<file path="src/shared/asf_consts.svh">
// Register offsets, field positions and reset values of the acquisition status flags.
`ifndef ASF_CONSTS_SVH
`define ASF_CONSTS_SVH
`define ASF_OFS_ACQ_STATUS   4'h0
`define ASF_OFS_ERR_DETAIL   4'h1
`define ASF_OFS_CONTROL      4'h8
`define ASF_OFS_ACQ_CLEAR    4'h9
`define ASF_OFS_CNT_CLEAR    4'hA
`define ASF_BIT_WAITING      0
`define ASF_BIT_ERROR        1
`define ASF_BIT_COUNTER      2
`define ASF_BIT_EXT_LINE     3
`define ASF_BIT_OVERRUN      0
`define ASF_BIT_OVERFLOW     1
`define ASF_BIT_EXT_EN       0
`define ASF_BIT_CNT_EN       1
`define ASF_CONTROL_RESET    2'h0
`endif

</file>
<file path="src/shared/asf_pkg.sv">
// Types shared by the acquisition status flags block.
package asf_pkg;
    typedef enum logic [1:0] {
        ASF_ORIGINAL = 2'b00,
        ASF_ENHANCED = 2'b01
    } asf_variant_t;
endpackage : asf_pkg

</file>
<file path="src/core/asf_status_flags.sv">
// Acquisition status and error flag register bank on a classic Wishbone slave.
//
// The implementer's own choice: the Wishbone interface to the registers.
`timescale 1ns/1ps
`default_nettype none
`include "asf_consts.svh"
// How it works
// - Status bit 3 shows the external interrupt line level live.
// - Enable set and bit 3 low means the external line caused the interrupt.
// - With counter enable set, counter 2 rising edge sets bit 2, requests interrupt.
// - Counter flag stays set until any write to the counter clear port.
// - Original board: bit 1 means buffer overflow or conversion overrun.
// - Enhanced board: bit 1 means buffer overflow only.
// - Any write to the acquisition clear port clears the combined error flag.
// - Bit 0 is set while a result waits and clears when buffer empties.
// - Original board: acquisition clear sets bit 0 until one word is read.
// - Enhanced board: bit 0 exactly tracks buffer occupancy.
// - Enhanced board only has the read-only error detail register at 01 hex.
// - Error detail bit 1 records a buffer overflow.
// - Error detail bit 0 records a conversion overrun, cleared by acquisition clear.
// - Acquisition clear resets the acquisition circuitry, buffer and error flags.
module asf_status_flags #(
    parameter asf_pkg::asf_variant_t VARIANT = asf_pkg::ASF_ENHANCED
) (
    // Clock and reset.
    input  wire logic        ref_clk,
    input  wire logic        rst_n,
    // Wishbone slave.
    input  wire logic        wb_cyc_i,
    input  wire logic        wb_stb_i,
    input  wire logic        wb_we_i,
    input  wire logic [3:0]  wb_adr_i,
    input  wire logic [7:0]  wb_dat_i,
    output logic      [7:0]  wb_dat_o,
    output logic             wb_ack_o,
    // Acquisition side.
    input  wire logic        external_irq_line_n,
    input  wire logic        counter2_out,
    input  wire logic        buffer_not_empty,
    input  wire logic        buffer_overflow,
    input  wire logic        conversion_overrun,
    input  wire logic        buffer_word_read,
    output logic             acquisition_reset,
    output logic             counter_irq,
    output logic             external_irq_source
);

    // ========================================================================
    // Elaboration check
    generate
        if (VARIANT != asf_pkg::ASF_ORIGINAL && VARIANT != asf_pkg::ASF_ENHANCED) begin : g_bad
            $error("asf_status_flags: VARIANT must be original or enhanced");
        end
    endgenerate

    localparam logic IS_ENH = (VARIANT == asf_pkg::ASF_ENHANCED);

    // ========================================================================
    // Bus decode
    logic [1:0] control;
    logic       counter_event_flag;
    logic       overflow_flag;
    logic       overrun_flag;
    logic       clear_set_waiting;
    logic       counter_prev;
    logic [7:0] next_dat;

    wire bus_req     = wb_cyc_i && wb_stb_i && !wb_ack_o;
    wire bus_wr      = bus_req && wb_we_i;
    wire hit_ctrl    = (wb_adr_i == `ASF_OFS_CONTROL);
    wire acquisition_clear_port   = bus_wr && (wb_adr_i == `ASF_OFS_ACQ_CLEAR);
    wire counter_event_clear_port = bus_wr && (wb_adr_i == `ASF_OFS_CNT_CLEAR);
    wire external_irq_enable      = control[`ASF_BIT_EXT_EN];
    wire counter_event_enable     = control[`ASF_BIT_CNT_EN];
    wire counter_rise = counter2_out && !counter_prev;

    // Original board folds overrun into the combined flag; enhanced does not.
    wire combined_error_flag = IS_ENH ? overflow_flag
                                      : (overflow_flag || overrun_flag);
    // The clear-port quirk makes the original board look busy until one word drains.
    wire result_waiting_flag = IS_ENH ? buffer_not_empty
                                      : (buffer_not_empty || clear_set_waiting);

    wire [7:0] acq_status = {4'h0, ~external_irq_line_n ? 1'b0 : 1'b1,
                             counter_event_flag, combined_error_flag, result_waiting_flag};
    wire [7:0] err_detail = {6'h00, overflow_flag, overrun_flag};

    always_comb begin
        next_dat = 8'h00;
        if (wb_adr_i == `ASF_OFS_ACQ_STATUS) begin
            next_dat = acq_status;
        end else if (IS_ENH && wb_adr_i == `ASF_OFS_ERR_DETAIL) begin
            next_dat = err_detail;
        end else if (hit_ctrl) begin
            next_dat = {6'h00, control};
        end
    end

    assign acquisition_reset   = acquisition_clear_port;
    assign counter_irq         = counter_event_flag;
    assign external_irq_source = external_irq_enable && !external_irq_line_n;

    // ========================================================================
    // Bus answer: one wait-free cycle, reads have no side effects.
    always_ff @(posedge ref_clk or negedge rst_n) begin
        if (!rst_n) begin
            wb_ack_o <= 1'b0;
            wb_dat_o <= 8'h00;
            control  <= `ASF_CONTROL_RESET;
        end else begin
            wb_ack_o <= bus_req;
            if (bus_req && !wb_we_i) begin
                wb_dat_o <= next_dat;
            end
            if (bus_wr && hit_ctrl) begin
                control <= wb_dat_i[1:0];
            end
        end
    end

    // ========================================================================
    // Flags: a hardware event in the same cycle as a clear wins; only the pseudo waiting bit lets the clear win over a word read.
    always_ff @(posedge ref_clk or negedge rst_n) begin
        if (!rst_n) begin
            counter_prev       <= 1'b0;
            counter_event_flag <= 1'b0;
            overflow_flag      <= 1'b0;
            overrun_flag       <= 1'b0;
            clear_set_waiting  <= 1'b0;
        end else begin
            counter_prev <= counter2_out;
            if (counter_event_enable && counter_rise) begin
                counter_event_flag <= 1'b1;
            end else if (counter_event_clear_port) begin
                counter_event_flag <= 1'b0;
            end
            if (buffer_overflow) begin
                overflow_flag <= 1'b1;
            end else if (acquisition_clear_port) begin
                overflow_flag <= 1'b0;
            end
            if (conversion_overrun) begin
                overrun_flag <= 1'b1;
            end else if (acquisition_clear_port) begin
                overrun_flag <= 1'b0;
            end
            if (!IS_ENH && acquisition_clear_port) begin
                clear_set_waiting <= 1'b1;
            end else if (buffer_word_read) begin
                clear_set_waiting <= 1'b0;
            end
        end
    end

    // ========================================================================
    // Checks: external line and its attribution.
    // The pin is passed through without a register, so these hold every cycle.
    // A stuck or inverted pin path shows at the first edge after reset.
    ext_line_live_a: assert property (
        @(posedge ref_clk) disable iff (!rst_n)
        acq_status[`ASF_BIT_EXT_LINE] == external_irq_line_n)
        else $error("external line bit does not follow pin");

    ext_source_a: assert property (
        @(posedge ref_clk) disable iff (!rst_n)
        external_irq_source == (external_irq_enable && !acq_status[3]))
        else $error("external source attribution wrong");

    ext_no_enable_a: assert property (
        @(posedge ref_clk) disable iff (!rst_n)
        !external_irq_enable |-> !external_irq_source)
        else $error("external source without enable");

    src_low_line_a: assert property (
        @(posedge ref_clk) disable iff (!rst_n)
        external_irq_line_n |-> !external_irq_source)
        else $error("external source with idle line");

    // ========================================================================
    // Checks: counter event flag.
    // Set wins over clear, so a clear that meets an edge leaves the flag set.
    cnt_set_a: assert property (
        @(posedge ref_clk) disable iff (!rst_n)
        counter_event_enable && counter_rise |=> counter_event_flag)
        else $error("counter edge did not set flag");

    cnt_hold_a: assert property (
        @(posedge ref_clk) disable iff (!rst_n)
        counter_event_flag && !counter_event_clear_port |=> counter_event_flag)
        else $error("counter flag dropped without clear");

    cnt_no_enable_a: assert property (
        @(posedge ref_clk) disable iff (!rst_n)
        !counter_event_flag && !(counter_event_enable && counter_rise) |=> !counter_event_flag)
        else $error("counter flag set without enabled edge");

    cnt_clear_a: assert property (
        @(posedge ref_clk) disable iff (!rst_n)
        counter_event_clear_port && !counter_rise |=> !counter_event_flag)
        else $error("counter clear did not drop flag");

    // ========================================================================
    // Checks: error flags.
    // The combined flag is derived from the sticky detail flags on both boards.
    // Only the enhanced board keeps overruns out of the combined flag.
    err_clear_a: assert property (
        @(posedge ref_clk) disable iff (!rst_n)
        acquisition_clear_port && !buffer_overflow && !conversion_overrun
        |=> !combined_error_flag && err_detail[1:0] == 2'b00)
        else $error("clear did not drop error flags");

    ovf_hold_a: assert property (
        @(posedge ref_clk) disable iff (!rst_n)
        overflow_flag && !acquisition_clear_port |=> overflow_flag)
        else $error("overflow flag dropped without clear");

    ovf_set_a: assert property (
        @(posedge ref_clk) disable iff (!rst_n)
        buffer_overflow |=> err_detail[`ASF_BIT_OVERFLOW] && combined_error_flag)
        else $error("overflow not recorded");

    ovf_quiet_a: assert property (
        @(posedge ref_clk) disable iff (!rst_n)
        !overflow_flag && !buffer_overflow |=> !overflow_flag)
        else $error("overflow flag set without overflow");

    ovr_set_a: assert property (
        @(posedge ref_clk) disable iff (!rst_n)
        conversion_overrun |=> err_detail[`ASF_BIT_OVERRUN])
        else $error("overrun not recorded");

    ovr_hold_a: assert property (
        @(posedge ref_clk) disable iff (!rst_n)
        overrun_flag && !acquisition_clear_port |=> overrun_flag)
        else $error("overrun flag dropped without clear");

    ovr_quiet_a: assert property (
        @(posedge ref_clk) disable iff (!rst_n)
        !overrun_flag && !conversion_overrun |=> !overrun_flag)
        else $error("overrun flag set without overrun");

    err_enh_a: assert property (
        @(posedge ref_clk) disable iff (!rst_n)
        IS_ENH |-> combined_error_flag == overflow_flag)
        else $error("enhanced combined flag not overflow only");

    err_orig_a: assert property (
        @(posedge ref_clk) disable iff (!rst_n)
        !IS_ENH |-> combined_error_flag == (overflow_flag || overrun_flag))
        else $error("original combined flag wrong");

    ovr_orig_a: assert property (
        @(posedge ref_clk) disable iff (!rst_n)
        !IS_ENH && conversion_overrun |=> combined_error_flag)
        else $error("original overrun not in combined flag");

    detail_upper_a: assert property (
        @(posedge ref_clk) disable iff (!rst_n)
        err_detail[7:2] == 6'h00)
        else $error("error detail upper bits not zero");

    // ========================================================================
    // Checks: result waiting flag.
    // The original board's pseudo bit must drain on the next full word read.
    // The enhanced board must never carry it.
    waiting_track_a: assert property (
        @(posedge ref_clk) disable iff (!rst_n)
        IS_ENH |-> result_waiting_flag == buffer_not_empty)
        else $error("waiting flag differs from buffer");

    waiting_set_a: assert property (
        @(posedge ref_clk) disable iff (!rst_n)
        buffer_not_empty |-> result_waiting_flag)
        else $error("waiting flag low with data in buffer");

    clear_waiting_a: assert property (
        @(posedge ref_clk) disable iff (!rst_n)
        !IS_ENH && acquisition_clear_port |=> result_waiting_flag)
        else $error("original clear did not set waiting flag");

    pseudo_hold_a: assert property (
        @(posedge ref_clk) disable iff (!rst_n)
        clear_set_waiting && !buffer_word_read |=> clear_set_waiting)
        else $error("pseudo waiting dropped without word read");

    enh_no_pseudo_a: assert property (
        @(posedge ref_clk) disable iff (!rst_n)
        IS_ENH |-> !clear_set_waiting)
        else $error("enhanced board holds pseudo waiting bit");

    // ========================================================================
    // Checks: bus answer and side effects.
    // A read must leave every flag alone; only events and clear writes move them.
    // The answer is always one cycle after the request is taken.
    ack_one_a: assert property (
        @(posedge ref_clk) disable iff (!rst_n)
        wb_ack_o |=> !wb_ack_o)
        else $error("ack held longer than one cycle");

    ack_answer_a: assert property (
        @(posedge ref_clk) disable iff (!rst_n)
        bus_req |=> wb_ack_o)
        else $error("request not answered next cycle");

    ack_idle_a: assert property (
        @(posedge ref_clk) disable iff (!rst_n)
        !bus_req |=> !wb_ack_o)
        else $error("ack without request");

    read_data_a: assert property (
        @(posedge ref_clk) disable iff (!rst_n)
        bus_req && !wb_we_i |=> wb_dat_o == $past(next_dat))
        else $error("read data not the selected register");

    dat_hold_a: assert property (
        @(posedge ref_clk) disable iff (!rst_n)
        !(bus_req && !wb_we_i) |=> $stable(wb_dat_o))
        else $error("read data changed without read");

    orig_detail_a: assert property (
        @(posedge ref_clk) disable iff (!rst_n)
        !IS_ENH && bus_req && !wb_we_i && wb_adr_i == `ASF_OFS_ERR_DETAIL
        |=> wb_dat_o == 8'h00)
        else $error("original board answered error detail");

    read_no_side_a: assert property (
        @(posedge ref_clk) disable iff (!rst_n)
        bus_req && !wb_we_i && !buffer_overflow && !conversion_overrun && !counter_rise
        |=> $stable(overflow_flag) && $stable(overrun_flag)
            && $stable(counter_event_flag) && $stable(control))
        else $error("read changed a flag");

    ctrl_hold_a: assert property (
        @(posedge ref_clk) disable iff (!rst_n)
        !(bus_wr && hit_ctrl) |=> $stable(control))
        else $error("control changed without write");

    clear_pulse_a: assert property (
        @(posedge ref_clk) disable iff (!rst_n)
        acquisition_reset |=> !acquisition_reset)
        else $error("acquisition reset longer than one cycle");

endmodule : asf_status_flags
`default_nettype wire

</file>
<file path="config.mk">
export PLATFORM = sky130hd
export DESIGN_NAME = asf_status_flags
export DESIGN_NICKNAME = d
export VERILOG_FILES = /design/src/shared/asf_pkg.sv /design/src/core/asf_status_flags.sv
export VERILOG_INCLUDE_DIRS = /design/src /design/src/shared
export SDC_FILE = /design/constraint.sdc
export NUM_CORES = 1
export LEC_CHECK = 0
export BUFFER_PORTS_ARGS = -buffer_cell sky130_fd_sc_hd__buf_2
export CAP_MARGIN = 20
export CORE_MARGIN = 2
export CORE_UTILIZATION = 39
export DETAILED_ROUTE_END_ITERATION = 8
export PLACE_DENSITY = 0.75
export SLEW_MARGIN = 20
export SYNTH_ARGS = -nofsm -noshare
export SYNTH_HDL_FRONTEND = slang
export SYNTH_SLANG_ARGS = --single-unit
export TNS_END_PERCENT = 1
</file>
<file path="constraint.sdc">
create_clock -name ref_clk -period 1.8 [get_ports ref_clk]
set_input_delay 0.09 -clock ref_clk [delete_from_list [all_inputs] [get_ports ref_clk]]
set_output_delay 0.09 -clock ref_clk [all_outputs]
set_load 0.05 [all_outputs]
</file>
* Word-level counts from Yosys, hierarchy flattened
Index checks and enable logic that the tools add are counted.
Storage, ports and cells: register bits after elaboration 15, latch bits 0, bits in writable memories 0, memory bits (read-only) 0, bits of input ports 23, output and inout bits 12, logic and storage cells 38, memories 0
Operators by class: add/subtract/negate cells 0, $mul 0, div/mod/pow operators 0, $lt $le $gt $ge 0, equal/unequal tests 4, shifts and indexed selects 0, mux-type cells 9, bitwise operators 0, reduce and logical (&&, ||, !) cells 18
Operator list (number):
- $mux W8 | 2
- $eq A4 B4 Y1 const B | 3
- $logic_and A1 B1 Y1 | 10
- $mux W1 | 6
- $reduce_bool A2 Y1 | 3
- $eq A4 B1 Y1 const B | 1
- $logic_not A1 Y1 | 4
- $logic_not A4 Y1 | 1
- $mux W2 | 1

* Logic depth before layout (Yosys ltp)
word-level depth 6, depth in mapped cells 4, gate-level depth less buffers 4

* Least setup slack after synthesis
OpenSTA, ideal clock, no wires.
kind flip-flop to flip-flop, start reg wb_ack_o, end reg control[0], setup time 0.125 ns, data arrival time 1.412 ns, required time 1.675 ns, path slack 0.263 ns, cell stages (with the launch flop) 4, buffers on the path 0, period minus slack after synthesis 1.537 ns, cell sequence dfrtp_1 -> nand3b_1 -> nor3_4 -> mux2_2
Between the ends: cells in the longest elaborated chain, start to end 4
Ends and longest elaborated chain:
- from (decl) | RTL line asf_status_flags.sv:35 | output logic wb_ack_o,
- from (signal assigned) | RTL line asf_status_flags.sv:111 | wb_ack_o <= bus_req;
- $logic_not A1 Y1 | RTL line asf_status_flags.sv:68 | wire bus_req = wb_cyc_i && wb_stb_i && !wb_ack_o;
- $logic_and A1 B1 Y1 | RTL line asf_status_flags.sv:68
- $logic_and A1 B1 Y1 | RTL line asf_status_flags.sv:69 | wire bus_wr = bus_req && wb_we_i;
- $logic_and A1 B1 Y1 | RTL line asf_status_flags.sv:115 | if (bus_wr && hit_ctrl) begin
- to (signal assigned) | RTL line asf_status_flags.sv:109 | control <= `ASF_CONTROL_RESET;
- to (signal assigned) | RTL line asf_status_flags.sv:116 | control <= wb_dat_i[1:0];
- to (decl) | RTL line asf_status_flags.sv:60 | logic [1:0] control;
Every way passes these cells. A chain may end at the register's enable or synchronous reset.

* Worst setup path after layout
start reg wb_ack_o, end out acquisition_reset
Between the ends: cells in the longest elaborated chain, start to end 4
Ends and longest elaborated chain:
- $logic_not A1 Y1 | RTL line asf_status_flags.sv:68
- $logic_and A1 B1 Y1 | RTL line asf_status_flags.sv:68
- via bus_req | RTL line asf_status_flags.sv:68
- $logic_and A1 B1 Y1 | RTL line asf_status_flags.sv:69
- $logic_and A1 B1 Y1 | RTL line asf_status_flags.sv:71 | wire acquisition_clear_port = bus_wr && (wb_adr_i == `ASF_OFS_ACQ_CLEAR);
- to (decl) | RTL line asf_status_flags.sv:43 | output logic acquisition_reset,
The timed path passes the listed nets, and every way through them passes these cells.

==> results.toml <==
[worst_setup_path]
rrSetupSlack_ps = 450
endpoint_kind = "output pin"
critPathKind = "reg2out"
cp.arrival_ps = 1500
rr_worst_depth = 3
crit_path_max_fanout = 3
cp_top_family = "buffers and inverters"
r2r_start = "wb_ack_o$_DFF_PN0_"
r2r-end = "control[0]$_DFFE_PN0P_"
cp.buffers_inverters = 3
crit_start = "wb_ack_o$_DFF_PN0_"
cpMaxStageDelayCell = "dfrtp_1"
path_cells = "nand3b_1 -> inv_1 -> nand4_1 -> inv_1 -> buf_2"
cp-start-kind = "flop"
crit_top_cell = "inv_1"
slowest_delay_ps = 390
cp.required_ps = 1710

[placed_design]
portBuffers = 23
dp_cells = 83
hpwl_microns = 843.9
gp_congestion = 0.7438

[floorplan]
ioPinCount = 35
die_h_microns = 41.27
die_w_microns = 41.27
core_sq_um = 1301
num_rows = 13
die_area_sq_um = 1703
initial_utilization_pct = 41.63

[synthesis]
syn_avg_cell_area_sq_um = 11.78
synthTopCellsByArea = "dfrtp_1 51%, mux2_2 6.2%, buf_4 5.5%, mux2i_1 3.7%, a22o_1 3.2%"
synthDistinctLibCells = 22
ys_ff_latch = 11
yosys.area.top_type = "dfrtp_1"
syn_inst = 46
yosysWarnings = 0
synth_edf_count = 0
yosysSeqAreaShare_pct = 50.81
ys.flop_type = "dfrtp_1"
synth_area_sq_um = 541.8
post-synth-top-area-fraction_pct = 50.81
postSynth.asyncResetShare_pct = 100.0

[final_layout]
fillers = 135
final_util_pct = 55.58
final_cells = 91
drive_above_1_share_pct = 42.11
mostFrequentLayoutCell = "buf_2"
final_cell_mix = "23 x buf_2, 11 x dfrtp_1, 4 x nand2_1, 4 x conb_1, 4 x dlygate4sd3_1"
area_growth_pct = 33.49
nets = 100
diodes = 0

[detailed_routing]
ant_nets = 0
num_vias = 435
firstDrtPassIters = 2
drt_wl_total_mm = 1.031
dr.first_iter.drc_count = 6
via_per_inst = 4.780
route.detailed.drc = 0
wire_per_inst_microns = 11.33

[worst_hold_path]
hold_end = "wb_dat_o[1]$_DFFE_PN0P_"
min_path_cells = 2
min_from = "wb_adr_i[2]"
hold_class = "in2reg"

[grt]
antenna_found_initial = 0
grt_start_max_net_pins = 12
grt_pass1_vias = 430
track_usage_pct = 16.35
grt_pass1_wl_mm = 1.697
overflow = 0

[sta]
setup_tns_ps = 0
setup_viol = 0
fin_crit_ps = 1589
rsz0062_at_grt = "no"
fin_crit_sh_pct = 88.27
maxSlewViolCount = 0
skew_ps = 0.5216
timing_hold_violations_final = 0
timing.fmax_mhz = 629.4

[status]
status = "complete, no violations"

[clock_network]
cts_setup_buffers = 0
clockRootBuffer = "clkbuf_4"
cts_max_level = 1
clockBufferDepth = 2
cts-buffers-inserted = 3
clock_latency_ps = 260
post_cts_resized = 0
cts_tree = "yes"
hold_buffers = 4
clock_sinks = 11
clk_pin_slew_ps = 70

[power_and_ir_drop]
irDropWorstVdd_v = 0.0005189
leakage_nw = 0.3794
power_density_nw_per_um2 = 868.5

[run]
cap_viol_max_count = 0
flip-flops by register name (all words and copies together) (netlist names):
register             flops
counter_prev             1
control                  2
overrun_flag             1
combined_error_flag      1
counter_irq              1
wb_dat_o                 4
wb_ack_o                 1
cell usage after synthesis (2+ instances only):
| cell type | n |
|---|---|
| dfrtp_1 | 11 |
| buf_4 | 4 |
| nand2_1 | 4 |
| mux2_2 | 3 |
| a21o_1 | 2 |
| a22o_1 | 2 |
| inv_1 | 2 |
| mux2i_1 | 2 |
| nand3b_1 | 2 |
| o41ai_1 | 2 |
metrics by stage:
stage	hold WS (ps)	power (mW)	cell area [sq um]	worst slack, ps
after floorplan	-205.6	0.4157	553.0	262.9
after global placement	-29.56	0.4601	656.9	466.7
after detailed placement	-29.40	0.4639	656.9	467.4
after CTS	51.10	0.6363	723.2	211.3
after global routing	50.39	0.6640	723.2	102.8
final	59.10	0.6281	723.2	211.2
final cells by class:
cell class	count	area, sq um	area share [%]
Inverter	2	7.507	1.038
Multi-Input combinational cell	32	240.2	33.22
Sequential cell	11	275.3	38.06
Clock buffer	4	26.28	3.633
Tap cell	15	18.77	2.595
Timing Repair Buffer	27	155.1	21.45
per-layer routing:
metal	vias up	GRT usage, %	routed length, microns
met5	-	0	0
met4	0	9.677	0
met2	16	28.52	503
li1	218	-	-
met1	201	17.06	461
met3	0	4.891	67
logic make-up after synthesis:
family | after synthesis | share of synthesized area, %
and+or+nand+nor | 16 | 21.25
other | 1 | 0.6922
buffers and inverters | 6 | 6.929
muxes | 5 | 9.930
AOI/OAI and AO/OA | 7 | 10.39
DFF | 11 | 50.81
worst max path at each step:
stage | endpoint | cells past startpoint | slack [ps]
finish | acquisition_reset | 5 | 210
global route | acquisition_reset | 5 | 100
CTS | acquisition_reset | 5 | 210
detailed placement | control[0]$_DFFE_PN0P_ | 3 | 470
global placement | control[0]$_DFFE_PN0P_ | 3 | 470
floorplan | control[0]$_DFFE_PN0P_ | 3 | 260
where the power goes:
part | leakage, nW | internal, mW | switching (mW)
logic | 0.229 | 0.0542 | 0.124
clock network | 0.0150 | 0.0856 | 0.0776
registers | 0.135 | 0.271 | 0.0160
Power figures use the tool's default switching activity.
